===== config.mk =====
export PLATFORM = sky130hd
export DESIGN_NAME = umc_modem_ctrl
export DESIGN_NICKNAME = d
export VERILOG_FILES = /design/src/rtl/umc_pkg.sv /design/src/rtl/umc_loop_mux.sv /design/src/rtl/umc_modem_ctrl.sv
export SDC_FILE = /design/constraint.sdc
export NUM_CORES = 1
export LEC_CHECK = 0
export ABC_AREA = 0
export BUFFER_PORTS_ARGS = -buffer_cell sky130_fd_sc_hd__buf_2
export CAP_MARGIN = 20
export CORE_MARGIN = 3
export CORE_UTILIZATION = 40
export CTS_CLUSTER_DIAMETER = 50
export DETAILED_ROUTE_END_ITERATION = 10
export GPL_TIMING_DRIVEN = 0
export PLACE_DENSITY = 0.73
export SLEW_MARGIN = 20
export SYNTH_ARGS = -nofsm -noshare
export SYNTH_HDL_FRONTEND = slang
export SYNTH_SLANG_ARGS = --single-unit

===== constraint.sdc =====
create_clock -name clk_i -period 1.6 [get_ports clk_i]
set_input_delay 0.16 -clock clk_i [delete_from_list [all_inputs] [get_ports clk_i]]
set_output_delay 0.16 -clock clk_i [all_outputs]
set_load 0.03 [all_outputs]

===== src/rtl/umc_pkg.sv =====
// Purpose: Shared constants for the modem handshake control block
// Assumes: 32-bit classic Wishbone, registers on word addresses
// Notes: Register index times four gives the byte address
package umc_pkg;

    // Register indices and byte addresses
    localparam logic [7:0] UMC_IDX_CTRL = 8'h04;
    localparam logic [7:0] UMC_IDX_EVT_STATUS = 8'h08;
    localparam logic [7:0] UMC_IDX_EVT_MASK = 8'h09;
    localparam logic [7:0] UMC_IDX_LINE_STATE = 8'h0A;
    localparam int UMC_ADDR_W = 8;
    localparam logic [UMC_ADDR_W-1:0] UMC_ADDR_CTRL = UMC_ADDR_W'({UMC_IDX_CTRL, 2'b00});
    localparam logic [UMC_ADDR_W-1:0] UMC_ADDR_EVT_STATUS =
        UMC_ADDR_W'({UMC_IDX_EVT_STATUS, 2'b00});
    localparam logic [UMC_ADDR_W-1:0] UMC_ADDR_EVT_MASK = UMC_ADDR_W'({UMC_IDX_EVT_MASK, 2'b00});
    localparam logic [UMC_ADDR_W-1:0] UMC_ADDR_LINE_STATE =
        UMC_ADDR_W'({UMC_IDX_LINE_STATE, 2'b00});

    // Control register layout
    localparam int UMC_CTRL_W = 8;
    localparam int UMC_CTRL_USED_W = 5;
    localparam int UMC_BIT_TERM_READY = 0;
    localparam int UMC_BIT_SEND_REQ = 1;
    localparam int UMC_BIT_SPARE = 2;
    localparam int UMC_BIT_IRQ_GATE = 3;
    localparam int UMC_BIT_LOOPBACK = 4;
    localparam logic [UMC_CTRL_USED_W-1:0] UMC_CTRL_RESET = 5'h00;

    // Event register layout, one bit per modem input change
    localparam int UMC_EVT_W = 4;
    localparam int UMC_EVT_CLEAR_SEND = 0;
    localparam int UMC_EVT_SET_READY = 1;
    localparam int UMC_EVT_RING_END = 2;
    localparam int UMC_EVT_CARRIER = 3;
    localparam logic [UMC_EVT_W-1:0] UMC_EVT_RESET = 4'h0;
    localparam logic [UMC_EVT_W-1:0] UMC_MASK_RESET = 4'h0;

    // Line state view layout
    localparam int UMC_LS_LOOPBACK = 4;
    localparam int UMC_LS_SERIAL_IN = 5;
    localparam int UMC_LS_W = 6;

endpackage


===== src/rtl/umc_loop_mux.sv =====
// Purpose: Loopback steering between pins, shift registers and controls
// Assumes: All handshake pins are active low, controls active high
// Notes: Purely combinational; the parent registers the pin outputs
`timescale 1ns/100ps
module umc_loop_mux
    import umc_pkg::*;
(
    // Mode and controls
    input wire logic loopback_i,
    input wire logic [3:0] ctrl_i,
    // Serial data
    input wire logic tsr_out_i,
    input wire logic rxd_pin_i,
    output logic txd_o,
    output logic rsr_in_o,
    // Handshake pins, active low
    input wire logic clear_send_n_pin_i,
    input wire logic set_ready_n_pin_i,
    input wire logic ring_ind_n_pin_i,
    input wire logic carrier_det_n_pin_i,
    output logic terminal_ready_n_o,
    output logic send_request_n_o,
    // Effective modem inputs, active high
    output logic clear_send_o,
    output logic set_ready_o,
    output logic ring_ind_o,
    output logic carrier_det_o
);

    // Serial path: marking line out, transmitter looped into receiver
    always_comb begin
        txd_o = loopback_i ? 1'b1 : tsr_out_i;
        rsr_in_o = loopback_i ? tsr_out_i : rxd_pin_i;
    end

    // Handshake outputs idle high in loopback, else inverse of control
    always_comb begin
        terminal_ready_n_o = loopback_i ? 1'b1 : ~ctrl_i[UMC_BIT_TERM_READY];
        send_request_n_o = loopback_i ? 1'b1 : ~ctrl_i[UMC_BIT_SEND_REQ];
    end

    // Inputs come from control bits in loopback, pins ignored
    always_comb begin
        if (loopback_i) begin
            set_ready_o = ctrl_i[UMC_BIT_TERM_READY];
            clear_send_o = ctrl_i[UMC_BIT_SEND_REQ];
            ring_ind_o = ctrl_i[UMC_BIT_SPARE];
            carrier_det_o = ctrl_i[UMC_BIT_IRQ_GATE];
        end else begin
            set_ready_o = ~set_ready_n_pin_i;
            clear_send_o = ~clear_send_n_pin_i;
            ring_ind_o = ~ring_ind_n_pin_i;
            carrier_det_o = ~carrier_det_n_pin_i;
        end
    end

endmodule


===== src/rtl/umc_modem_ctrl.sv =====
// Purpose: Modem handshake control register with diagnostic loopback
// Assumes: Classic Wishbone slave, 32-bit data, one clock, sync reset
// Notes: Modem input changes raise maskable events on the interrupt pin
//
// Behaviour
// In loopback the serial transmit pin is held at marking level one.
// In loopback the external serial receive pin has no effect.
// In loopback transmitter shift output feeds the receiver shift input.
// In loopback the four external handshake input pins are ignored.
// Loopback maps terminal-ready, send-request, spare, gate onto ready, clear, ring, carrier.
// In loopback both handshake output pins sit inactive high.
// Receiver and transmitter interrupts keep working in loopback, still enable-gated.
// Loopback modem interrupts come from control bits 3:0, still enable-gated.
// Control bit 3 low floats the interrupt pin; high enables it.
// Control bit 2 is plain storage, no pin, used only in loopback.
// Outside loopback terminal-ready pin is the inverse of control bit 0.
// Outside loopback send-request pin is the inverse of control bit 1.
// Control bits 7:5 read zero and ignore writes.
//
// Implementation choice: the Wishbone slave port.
`timescale 1ns/100ps
module umc_modem_ctrl
    import umc_pkg::*;
#(
    parameter int ADDR_W = UMC_ADDR_W
) (
    // Clock and reset
    input wire logic clk_i,
    input wire logic rst_i,
    // Wishbone slave
    input wire logic wb_cyc_i,
    input wire logic wb_stb_i,
    input wire logic wb_we_i,
    input wire logic [ADDR_W-1:0] wb_adr_i,
    input wire logic [3:0] wb_sel_i,
    input wire logic [31:0] wb_dat_i,
    output logic [31:0] wb_dat_o,
    output logic wb_ack_o,
    // Serial data to and from the shift registers
    input wire logic tsr_out_i,
    output logic rsr_in_o,
    // Serial pins
    input wire logic rxd_pin_i,
    output logic txd_pin_o,
    // Handshake pins, active low
    input wire logic clear_send_n_pin_i,
    input wire logic set_ready_n_pin_i,
    input wire logic ring_ind_n_pin_i,
    input wire logic carrier_det_n_pin_i,
    output logic terminal_ready_n_pin_o,
    output logic send_request_n_pin_o,
    // Interrupt sources from the rest of the port
    input wire logic core_irq_i,
    input wire logic modem_irq_en_i,
    // Serial port interrupt pin, three-state
    output logic irq_o,
    output logic irq_oe_o
);

    // Control register state
    logic [UMC_CTRL_USED_W-1:0] handshake_control_reg;
    logic [UMC_CTRL_USED_W-1:0] next_handshake_control_reg;

    // Event state
    logic [UMC_EVT_W-1:0] evt_status;
    logic [UMC_EVT_W-1:0] next_evt_status;
    logic [UMC_EVT_W-1:0] evt_mask;
    logic [UMC_EVT_W-1:0] next_evt_mask;
    logic [UMC_EVT_W-1:0] inputs_prev;
    logic [UMC_EVT_W-1:0] next_inputs_prev;
    logic [UMC_EVT_W-1:0] evt_raise;

    // Bus state
    logic ack;
    logic next_ack;
    logic [31:0] rdata;
    logic [31:0] next_rdata;

    // Pin output registers
    logic txd_q;
    logic next_txd_q;
    logic term_ready_n_q;
    logic next_term_ready_n_q;
    logic send_req_n_q;
    logic next_send_req_n_q;
    logic irq_q;
    logic next_irq_q;
    logic irq_oe_q;
    logic next_irq_oe_q;

    // Steering results
    logic loopback;
    logic irq_output_gate;
    logic spare_user_bit;
    logic txd_mux;
    logic term_ready_n_mux;
    logic send_req_n_mux;
    logic clear_send_eff;
    logic set_ready_eff;
    logic ring_ind_eff;
    logic carrier_det_eff;
    logic [UMC_EVT_W-1:0] inputs_now;

    // Decoded bus access
    logic bus_req;
    logic wr_en;
    logic rd_en;
    logic lane0;

    assign loopback = handshake_control_reg[UMC_BIT_LOOPBACK];
    assign irq_output_gate = handshake_control_reg[UMC_BIT_IRQ_GATE];
    assign spare_user_bit = handshake_control_reg[UMC_BIT_SPARE];

    // Loopback steering kept in one place for both paths
    umc_loop_mux u_loop_mux (
        .loopback_i(loopback),
        .ctrl_i({irq_output_gate, spare_user_bit, handshake_control_reg[1:0]}),
        .tsr_out_i(tsr_out_i),
        .rxd_pin_i(rxd_pin_i),
        .txd_o(txd_mux),
        .rsr_in_o(rsr_in_o),
        .clear_send_n_pin_i(clear_send_n_pin_i),
        .set_ready_n_pin_i(set_ready_n_pin_i),
        .ring_ind_n_pin_i(ring_ind_n_pin_i),
        .carrier_det_n_pin_i(carrier_det_n_pin_i),
        .terminal_ready_n_o(term_ready_n_mux),
        .send_request_n_o(send_req_n_mux),
        .clear_send_o(clear_send_eff),
        .set_ready_o(set_ready_eff),
        .ring_ind_o(ring_ind_eff),
        .carrier_det_o(carrier_det_eff)
    );

    // Effective inputs in event bit order
    always_comb begin
        inputs_now = '0;
        inputs_now[UMC_EVT_CLEAR_SEND] = clear_send_eff;
        inputs_now[UMC_EVT_SET_READY] = set_ready_eff;
        inputs_now[UMC_EVT_RING_END] = ring_ind_eff;
        inputs_now[UMC_EVT_CARRIER] = carrier_det_eff;
    end

    // Bus decode; a single cycle answer per request
    always_comb begin
        bus_req = wb_cyc_i & wb_stb_i & ~ack;
        wr_en = bus_req & wb_we_i;
        rd_en = bus_req & ~wb_we_i;
        lane0 = wb_sel_i[0];
    end

    // Change detection; ring counts only on its trailing edge
    always_comb begin
        next_inputs_prev = inputs_now;
        evt_raise = '0;
        evt_raise[UMC_EVT_CLEAR_SEND] = inputs_now[UMC_EVT_CLEAR_SEND] ^
            inputs_prev[UMC_EVT_CLEAR_SEND];
        evt_raise[UMC_EVT_SET_READY] = inputs_now[UMC_EVT_SET_READY] ^
            inputs_prev[UMC_EVT_SET_READY];
        evt_raise[UMC_EVT_RING_END] = ~inputs_now[UMC_EVT_RING_END] &
            inputs_prev[UMC_EVT_RING_END];
        evt_raise[UMC_EVT_CARRIER] = inputs_now[UMC_EVT_CARRIER] ^
            inputs_prev[UMC_EVT_CARRIER];
    end

    // Control register: only the five live bits are stored
    always_comb begin
        next_handshake_control_reg = handshake_control_reg;
        if (wr_en && lane0 && wb_adr_i == ADDR_W'(UMC_ADDR_CTRL)) begin
            next_handshake_control_reg = wb_dat_i[UMC_CTRL_USED_W-1:0];
        end
    end

    // Sticky events; a new event beats a same-cycle clear
    always_comb begin
        next_evt_status = evt_status;
        if (wr_en && lane0 && wb_adr_i == ADDR_W'(UMC_ADDR_EVT_STATUS)) begin
            next_evt_status = evt_status & ~wb_dat_i[UMC_EVT_W-1:0];
        end
        next_evt_status = next_evt_status | evt_raise;
    end

    // Event mask register
    always_comb begin
        next_evt_mask = evt_mask;
        if (wr_en && lane0 && wb_adr_i == ADDR_W'(UMC_ADDR_EVT_MASK)) begin
            next_evt_mask = wb_dat_i[UMC_EVT_W-1:0];
        end
    end

    // Read mux; unmapped words and reserved bits read as zero
    always_comb begin
        next_rdata = '0;
        if (rd_en) begin
            case (wb_adr_i)
                ADDR_W'(UMC_ADDR_CTRL): begin
                    next_rdata[UMC_CTRL_USED_W-1:0] = handshake_control_reg;
                end
                ADDR_W'(UMC_ADDR_EVT_STATUS): begin
                    next_rdata[UMC_EVT_W-1:0] = evt_status;
                end
                ADDR_W'(UMC_ADDR_EVT_MASK): begin
                    next_rdata[UMC_EVT_W-1:0] = evt_mask;
                end
                ADDR_W'(UMC_ADDR_LINE_STATE): begin
                    next_rdata[UMC_EVT_W-1:0] = inputs_now;
                    next_rdata[UMC_LS_LOOPBACK] = loopback;
                    next_rdata[UMC_LS_SERIAL_IN] = rsr_in_o;
                end
                default: begin
                    next_rdata = '0;
                end
            endcase
        end
    end

    // Every request is acknowledged, mapped or not, so no bus hang
    always_comb begin
        next_ack = bus_req;
    end

    // Pins registered so they never glitch on a control write
    always_comb begin
        next_txd_q = txd_mux;
        next_term_ready_n_q = term_ready_n_mux;
        next_send_req_n_q = send_req_n_mux;
    end

    // Interrupt: core sources untouched by loopback, modem events enable-gated
    always_comb begin
        next_irq_q = core_irq_i | (modem_irq_en_i & |(evt_status & evt_mask));
        next_irq_oe_q = irq_output_gate;
    end

    // Registers
    always_ff @(posedge clk_i) begin
        if (rst_i) begin
            handshake_control_reg <= UMC_CTRL_RESET;
            evt_status <= UMC_EVT_RESET;
            evt_mask <= UMC_MASK_RESET;
            inputs_prev <= '0;
            ack <= 1'b0;
            rdata <= '0;
            txd_q <= 1'b1;
            term_ready_n_q <= 1'b1;
            send_req_n_q <= 1'b1;
            irq_q <= 1'b0;
            irq_oe_q <= 1'b0;
        end else begin
            handshake_control_reg <= next_handshake_control_reg;
            evt_status <= next_evt_status;
            evt_mask <= next_evt_mask;
            inputs_prev <= next_inputs_prev;
            ack <= next_ack;
            rdata <= next_rdata;
            txd_q <= next_txd_q;
            term_ready_n_q <= next_term_ready_n_q;
            send_req_n_q <= next_send_req_n_q;
            irq_q <= next_irq_q;
            irq_oe_q <= next_irq_oe_q;
        end
    end

    // Outputs
    assign wb_ack_o = ack;
    assign wb_dat_o = rdata;
    assign txd_pin_o = txd_q;
    assign terminal_ready_n_pin_o = term_ready_n_q;
    assign send_request_n_pin_o = send_req_n_q;
    // Level kept low while floated so a pull-up defines the wire
    assign irq_o = irq_q & irq_oe_q;
    assign irq_oe_o = irq_oe_q;

endmodule


==> run metrics, run 1 <==
Worst-Margin Slew=0.504 ns; Sink Count=29; status=complete, no violations; die width=~67 um; Seq cells post-synth=29; # diodes=0; CTS tree=yes; clk slew on worst S/H paths=about 0.060 ns; GRT Util Overall=0.155; Final Hold Viols=0; floorplan core area=3470 um^2; DR vias/cell=4.51; synthesis-to-layout area growth=30.2%; DRT iter0 DRCs=106; multi-input combinational cell area=771 um^2; first-pass GRT wire length=between 5000 and 6000 um; maxcap violations=0; Mapped Cells=166; # fillers=332; total grt overflow=0; CP Capture Type=primary output; Clock power frac=0.394; Net Sw Frac=0.267; Synth async-reset ratio=0; final worst-path cycle share=0.952; Sequential cell area=between 500 and 600 um^2; critical path, cell by cell=buf_6, mux2_2, buf_2; Worst Path Max Fanout=10; register share of total power=0.448; synthesized cell area=1490 um^2; Area contributors post-synth=dfxtp_1 39%, buf_4 14%, mux2i_1 6.0%, nor2_1 5.3%, nand2b_1 3.4%; total power=0.00167 W; initial antenna violation count=0; top-count cell post-synth=dfxtp_1; EDFF count, synth=0; DRT Pass-1 Iters=4; Routability Congestion=0.803; Mean Syn Cell Area=9.00 um^2; area share of the largest cell type after synthesis=0.389; synth unique cells=32; setup TNS=0 ns; Net count, final=294; logic gate share of total power=0.158; Worst Path Required=1.44 ns; Hold Path Depth=2; vias in the first global route=1124; Max-slew headroom=0.664; post-synth top area cell=dfxtp_1; sequential share of the synthesized area=0.389; clk_lat worst skew=just under 0.3 ns; leakage power=0.937 nW; H-tree lvl count=2; CP arrival=1.36 ns; worst hold margin=0.0746 ns; die boundary height=67.1 um; internal power=around 0.0012 W; Crit-path slowest cell=dfxtp_1; IO Pins=96; # rows=21; R2R cell count=4; Detail Route Antenna Nets=0; Max VDD drop=387 uV; Startpoint Class=flop; Post-synth top cells=29 x dfxtp_1, 27 x buf_4, 21 x nor2_1, 10 x nand2_1, 9 x mux2i_1; Top FF cell, synth=dfxtp_1; Final Critical Period=roughly 1.5 ns; DPL Wire Length=2580 um; Setup CP Type=reg -> out; Final Skew=0.00276 ns; PwrDens=between 800 and 900 nW/um^2; share of layout cells above drive strength 1=0.332; Die ar.=4500 um^2; via count=1280; pin count of the biggest net entering global routing=11; CTS Hold Bufs=0; CTS Buffer Depth=2; Hold WC Path Type=in -> reg; Max Fclk=656 MHz; Psw=0.000446 W; PortBufs=39; Setup violations, final=0; Root Buffer=clkbuf_8; max-slew violation count=0; PostCTS Resize Cnt=0; crit-path max cell delay=0.39 ns; DR WL/cell=11.6 um; Synthesis Warnings=0; Largest register FFs=6; unrepaired setup endpoints after global routing=false; Post-CTS Setup Inserts=0; routed wire length=3290 um; Initial Util=0.431; DRC=0; number of buffers created by CTS=5
## kinds of logic (layout without fill, tap and decap cells)
| group | Yosys count | after routing | synth area share |
|---|---|---|---|
| buf+inv | 34 | 81 | 0.158 |
| other cells | 1 | 26 | 0.00251 |
| flops | 29 | 29 | 0.389 |
| simple gates | 62 | 62 | 0.238 |
| xor+xnor | 3 | 3 | 0.0176 |
| mux | 10 | 10 | 0.0678 |
| compound gates | 27 | 27 | 0.127 |
## power groups by stage
stage          logic (W)  clock network, W  registers, W
2_1_floorplan   0.000194                 0      0.000768
3_3_place_gp    0.000261                 0      0.000765
3_5_place_dp    0.000263                 0      0.000765
4_1_cts         0.000263          0.000668      0.000750
5_1_grt         0.000288          0.000698      0.000751
6_report        0.000265          0.000659      0.000750
## cells in the final DEF (no fill, tap or decap), types with 2 or more instances in the layout
cell and instances:
nand3_1 2, o211ai_1 2, conb_1 26, buf_2 39, o22a_1 4, a32oi_1 4
inv_1 4, a21oi_1 6, and4b_1 2, clkbuf_8 7, nor2_1 21, and2_1 3
mux2i_1 9, o21ai_0 4, buf_6 2, dfxtp_1 29, clkbuf_1 2, and3b_1 2
nor2b_1 6, xor2_1 2, nand2b_1 8, nand4_1 2, a22oi_1 6, buf_4 26
nand2_1 10
## critical path: cells and delay by family, from the launching register on
family / cells / cell delay, ns
buf+inv: 2 / 0.34
mux: 1 / 0.34
flops: 1 / 0.39
## metal layers
metal,track usage,vias up,part of all wire
li1,-,661,-
met1,0.181,564,0.42
met2,0.247,47,0.48
met3,0.0540,8,0.081
met4,0.0835,0,0.020
met5,0,-,0
## worst paths after layout
kind / start / endpoint / slack [ns]
worst min-delay path: tsr_out_i / txd_pin_o / 0.07
worst min register to register: handshake_control_reg[0] / terminal_ready_n_pin_o / 0.43
worst max-delay path: handshake_control_reg[4] / rsr_in_o / 0.08
worst max register to register: wb_ack_o / evt_mask[1] / 0.26
## cell type report
cell class / count / share of cell area
Inverter: 4 / 0.00772
Timing Repair Buffer: 39 / 0.100
Clock inverter: 1 / 0.00257
Clock buffer: 7 / 0.0495
Buffer: 30 / 0.116
Tap cell: 46 / 0.0296
Multi-Input combinational cell: 128 / 0.396
Sequential cell: 29 / 0.298
## stage by stage
stage          worst slack (ns)  instances   util  cell area, um^2
5_1_grt                  0.0236        284  0.561             1950
3_3_place_gp              0.109        276  0.531             1840
3_5_place_dp             0.0776        276  0.531             1840
2_1_floorplan             0.279        191      -             1590
6_report                 0.0767        284  0.561             1950
4_1_cts                  0.0500        284  0.560             1940
No activity file was read; power rests on OpenSTA's default activity.
==> inputs of run 2 (changes only) <==
--- a/config.mk
+++ b/config.mk
@@ -8,12 +8,14 @@
 export ABC_AREA = 0
 export BUFFER_PORTS_ARGS = -buffer_cell sky130_fd_sc_hd__buf_2
 export CAP_MARGIN = 20
+export CORE_ASPECT_RATIO = 1.2
 export CORE_MARGIN = 3
 export CORE_UTILIZATION = 40
 export CTS_CLUSTER_DIAMETER = 50
 export DETAILED_ROUTE_END_ITERATION = 10
 export GPL_TIMING_DRIVEN = 0
 export PLACE_DENSITY = 0.73
+export SKIP_LAST_GASP = 1
 export SLEW_MARGIN = 20
 export SYNTH_ARGS = -nofsm -noshare
 export SYNTH_HDL_FRONTEND = slang
==> run metrics, run 2 (synthesis gave the netlist of run 1 again) <==
status=complete, no violations; DRT Pass-1 Iters=4 (unchanged); first-pass GRT wire length=5130 um (+1.8%); setup TNS=0 ns (unchanged); unrepaired setup endpoints after global routing=false; Sequential cell area=581 um^2 (unchanged); Initial Util=0.433 (+0.00187); DR vias/cell=4.64 (+3.0%); PortBufs=39 (unchanged); final worst slack=0.0800 ns (+0.00337 ns); share of layout cells above drive strength 1=0.328 (-0.00420); Startpoint Class=flop; commonest non-fill, non-tap cell in the layout=buf_2; PwrDens=826 nW/um^2 (-4.0%); critical path's top delay family=flip-flops; Hold WC Path Type=in -> reg; via count=1277 (-0.23%); Final Critical Period=1.52 ns (-0.00337 ns); PostCTS Resize Cnt=0 (unchanged); number of buffers created by CTS=5 (unchanged); clk_lat worst skew=0.28 ns (about the same); Max Fclk=658 MHz (+0.22%); die width=61.8 um (-7.9%); IO Pins=96 (unchanged); internal power=0.00114 W (-7.1%); crit-path max cell delay=0.39 ns (about the same); Net count, final=294 (unchanged); total grt overflow=0 (unchanged); floorplan core area=3450 um^2 (-0.43%); CP Capture Type=primary output; Final Hold Viols=0 (unchanged); Max VDD drop=434 uV (+12%); # fillers=333 (+0.30%); Die ar.=4510 um^2 (about the same); H-tree lvl count=2 (unchanged); maxcap violations=0 (unchanged); Inst Count DP=267 (-3.3%); clk slew on worst S/H paths=0.06 ns (about the same); routed wire length=3240 um (-1.7%); initial antenna violation count=0 (unchanged); most frequent cells in the layout=39 x buf_2, 29 x dfxtp_1, 26 x buf_4, 26 x conb_1, 21 x nor2_1; Crit-path slowest cell=dfxtp_1; Worst Path Required=1.44 ns (about the same); Setup violations, final=0 (unchanged); DP Worst Slack=0.142 ns (+0.0648 ns); Net Sw Frac=0.279 (+0.0126); # rows=23 (+9.5%); die boundary height=72.9 um (+8.7%); Worst Path Max Fanout=10 (unchanged); vias in the first global route=1179 (+4.9%); non-filler cells in the finished layout=275 (-3.2%); leakage power=0.928 nW (-0.99%); DRT iter0 DRCs=41 (-61%); Post-CTS Setup Inserts=0 (unchanged); final worst-path cycle share=0.950 (-0.00211); Setup CP Type=reg -> out; DRC=0 (unchanged); pin count of the biggest net entering global routing=11 (unchanged); Routability Congestion=0.877 (+9.2%); synthesis-to-layout area growth=28.2%; Sink Count=29 (unchanged); Largest register FFs=6 (unchanged); CTS Buffer Depth=2 (unchanged); CTS Hold Bufs=0 (unchanged); DPL Wire Length=2590 um (+0.24%); Buf/Inv on CP=2 (unchanged); Psw=0.000442 W (-1.0%); GRT Util Overall=0.154 (-0.000453); max-slew violation count=0 (unchanged); CTS tree=yes; Final Skew=0.00599 ns (+0.00323 ns); multi-input combinational cell area=771 um^2 (unchanged); Clock power frac=0.359 (-0.035); CP arrival=1.36 ns (about the same); Detail Route Antenna Nets=0 (unchanged); critical path, cell by cell=buf_6, mux2_2, buf_2; logic gate share of total power=0.168 (+0.010); fin util=0.555 (-0.00626); DR WL/cell=11.8 um (+1.5%); Root Buffer=clkbuf_8; # diodes=0 (unchanged); register share of total power=0.474 (+0.026)
[run 2: cell types whose count changed in the layout (fill, tap and decap cells not counted), sizes merged]
cell / delta
clkbuf: -1
clkinv: +1
[run 2: worst reg2reg max path, stage by stage (launching register included)]
cell and delay, ns:
dfxtp_1 0.31, and3b_1 0.26, nand4_1 0.31, mux2i_1 0.25, nor2_1 0.05
[run 2: layout make-up]
| cell class | instances | share of cell area |
|---|---|---|
| Sequential cell | 29 | 0.303 |
| Inverter | 4 | 0.00784 |
| Buffer | 30 | 0.118 |
| Timing Repair Buffer | 39 | 0.102 |
| Clock inverter | 2 | 0.00523 |
| Clock buffer | 6 | 0.0379 |
| Tap cell | 37 | 0.0242 |
| Multi-Input combinational cell | 128 | 0.402 |
[run 2: power groups by stage]
stage               Combinational, W  Sequential [W]  Clock [W]
floorplan                   0.000194        0.000768          0
global placement            0.000261        0.000765          0
detailed placement          0.000263        0.000765          0
CTS                         0.000264        0.000749   0.000580
global route                0.000291        0.000750   0.000600
finish                      0.000265        0.000749   0.000567
[run 2: final timing paths]
check	start	to	slack (ns)	cells after the start
setup / recovery	handshake_control_reg[4]	rsr_in_o	0.08	3
hold / removal	core_irq_i	irq_q	0.08	3
setup reg to reg	wb_ack_o	evt_mask[3]	0.30	4
hold reg to reg	inputs_prev[2]	evt_status[2]	0.44	2
[run 2: routing by layer]
metal	routed length [um]	GRT usage	vias up
met5	0	0	-
met4	68	0.0778	0
met3	220	0.0372	9
met2	1630	0.264	50
met1	1320	0.172	556
li1	-	-	662
[run 2: through the flow]
step / total power [W] / hold slack (ns) / area, um^2
5_1_grt: 0.00164 / 0.0930 / 1920
2_1_floorplan: 0.000961 / 0.232 / 1590
3_3_place_gp: 0.00103 / 0.358 / 1830
4_1_cts: 0.00159 / 0.0760 / 1910
3_5_place_dp: 0.00103 / 0.372 / 1830
6_report: 0.00158 / 0.0782 / 1920
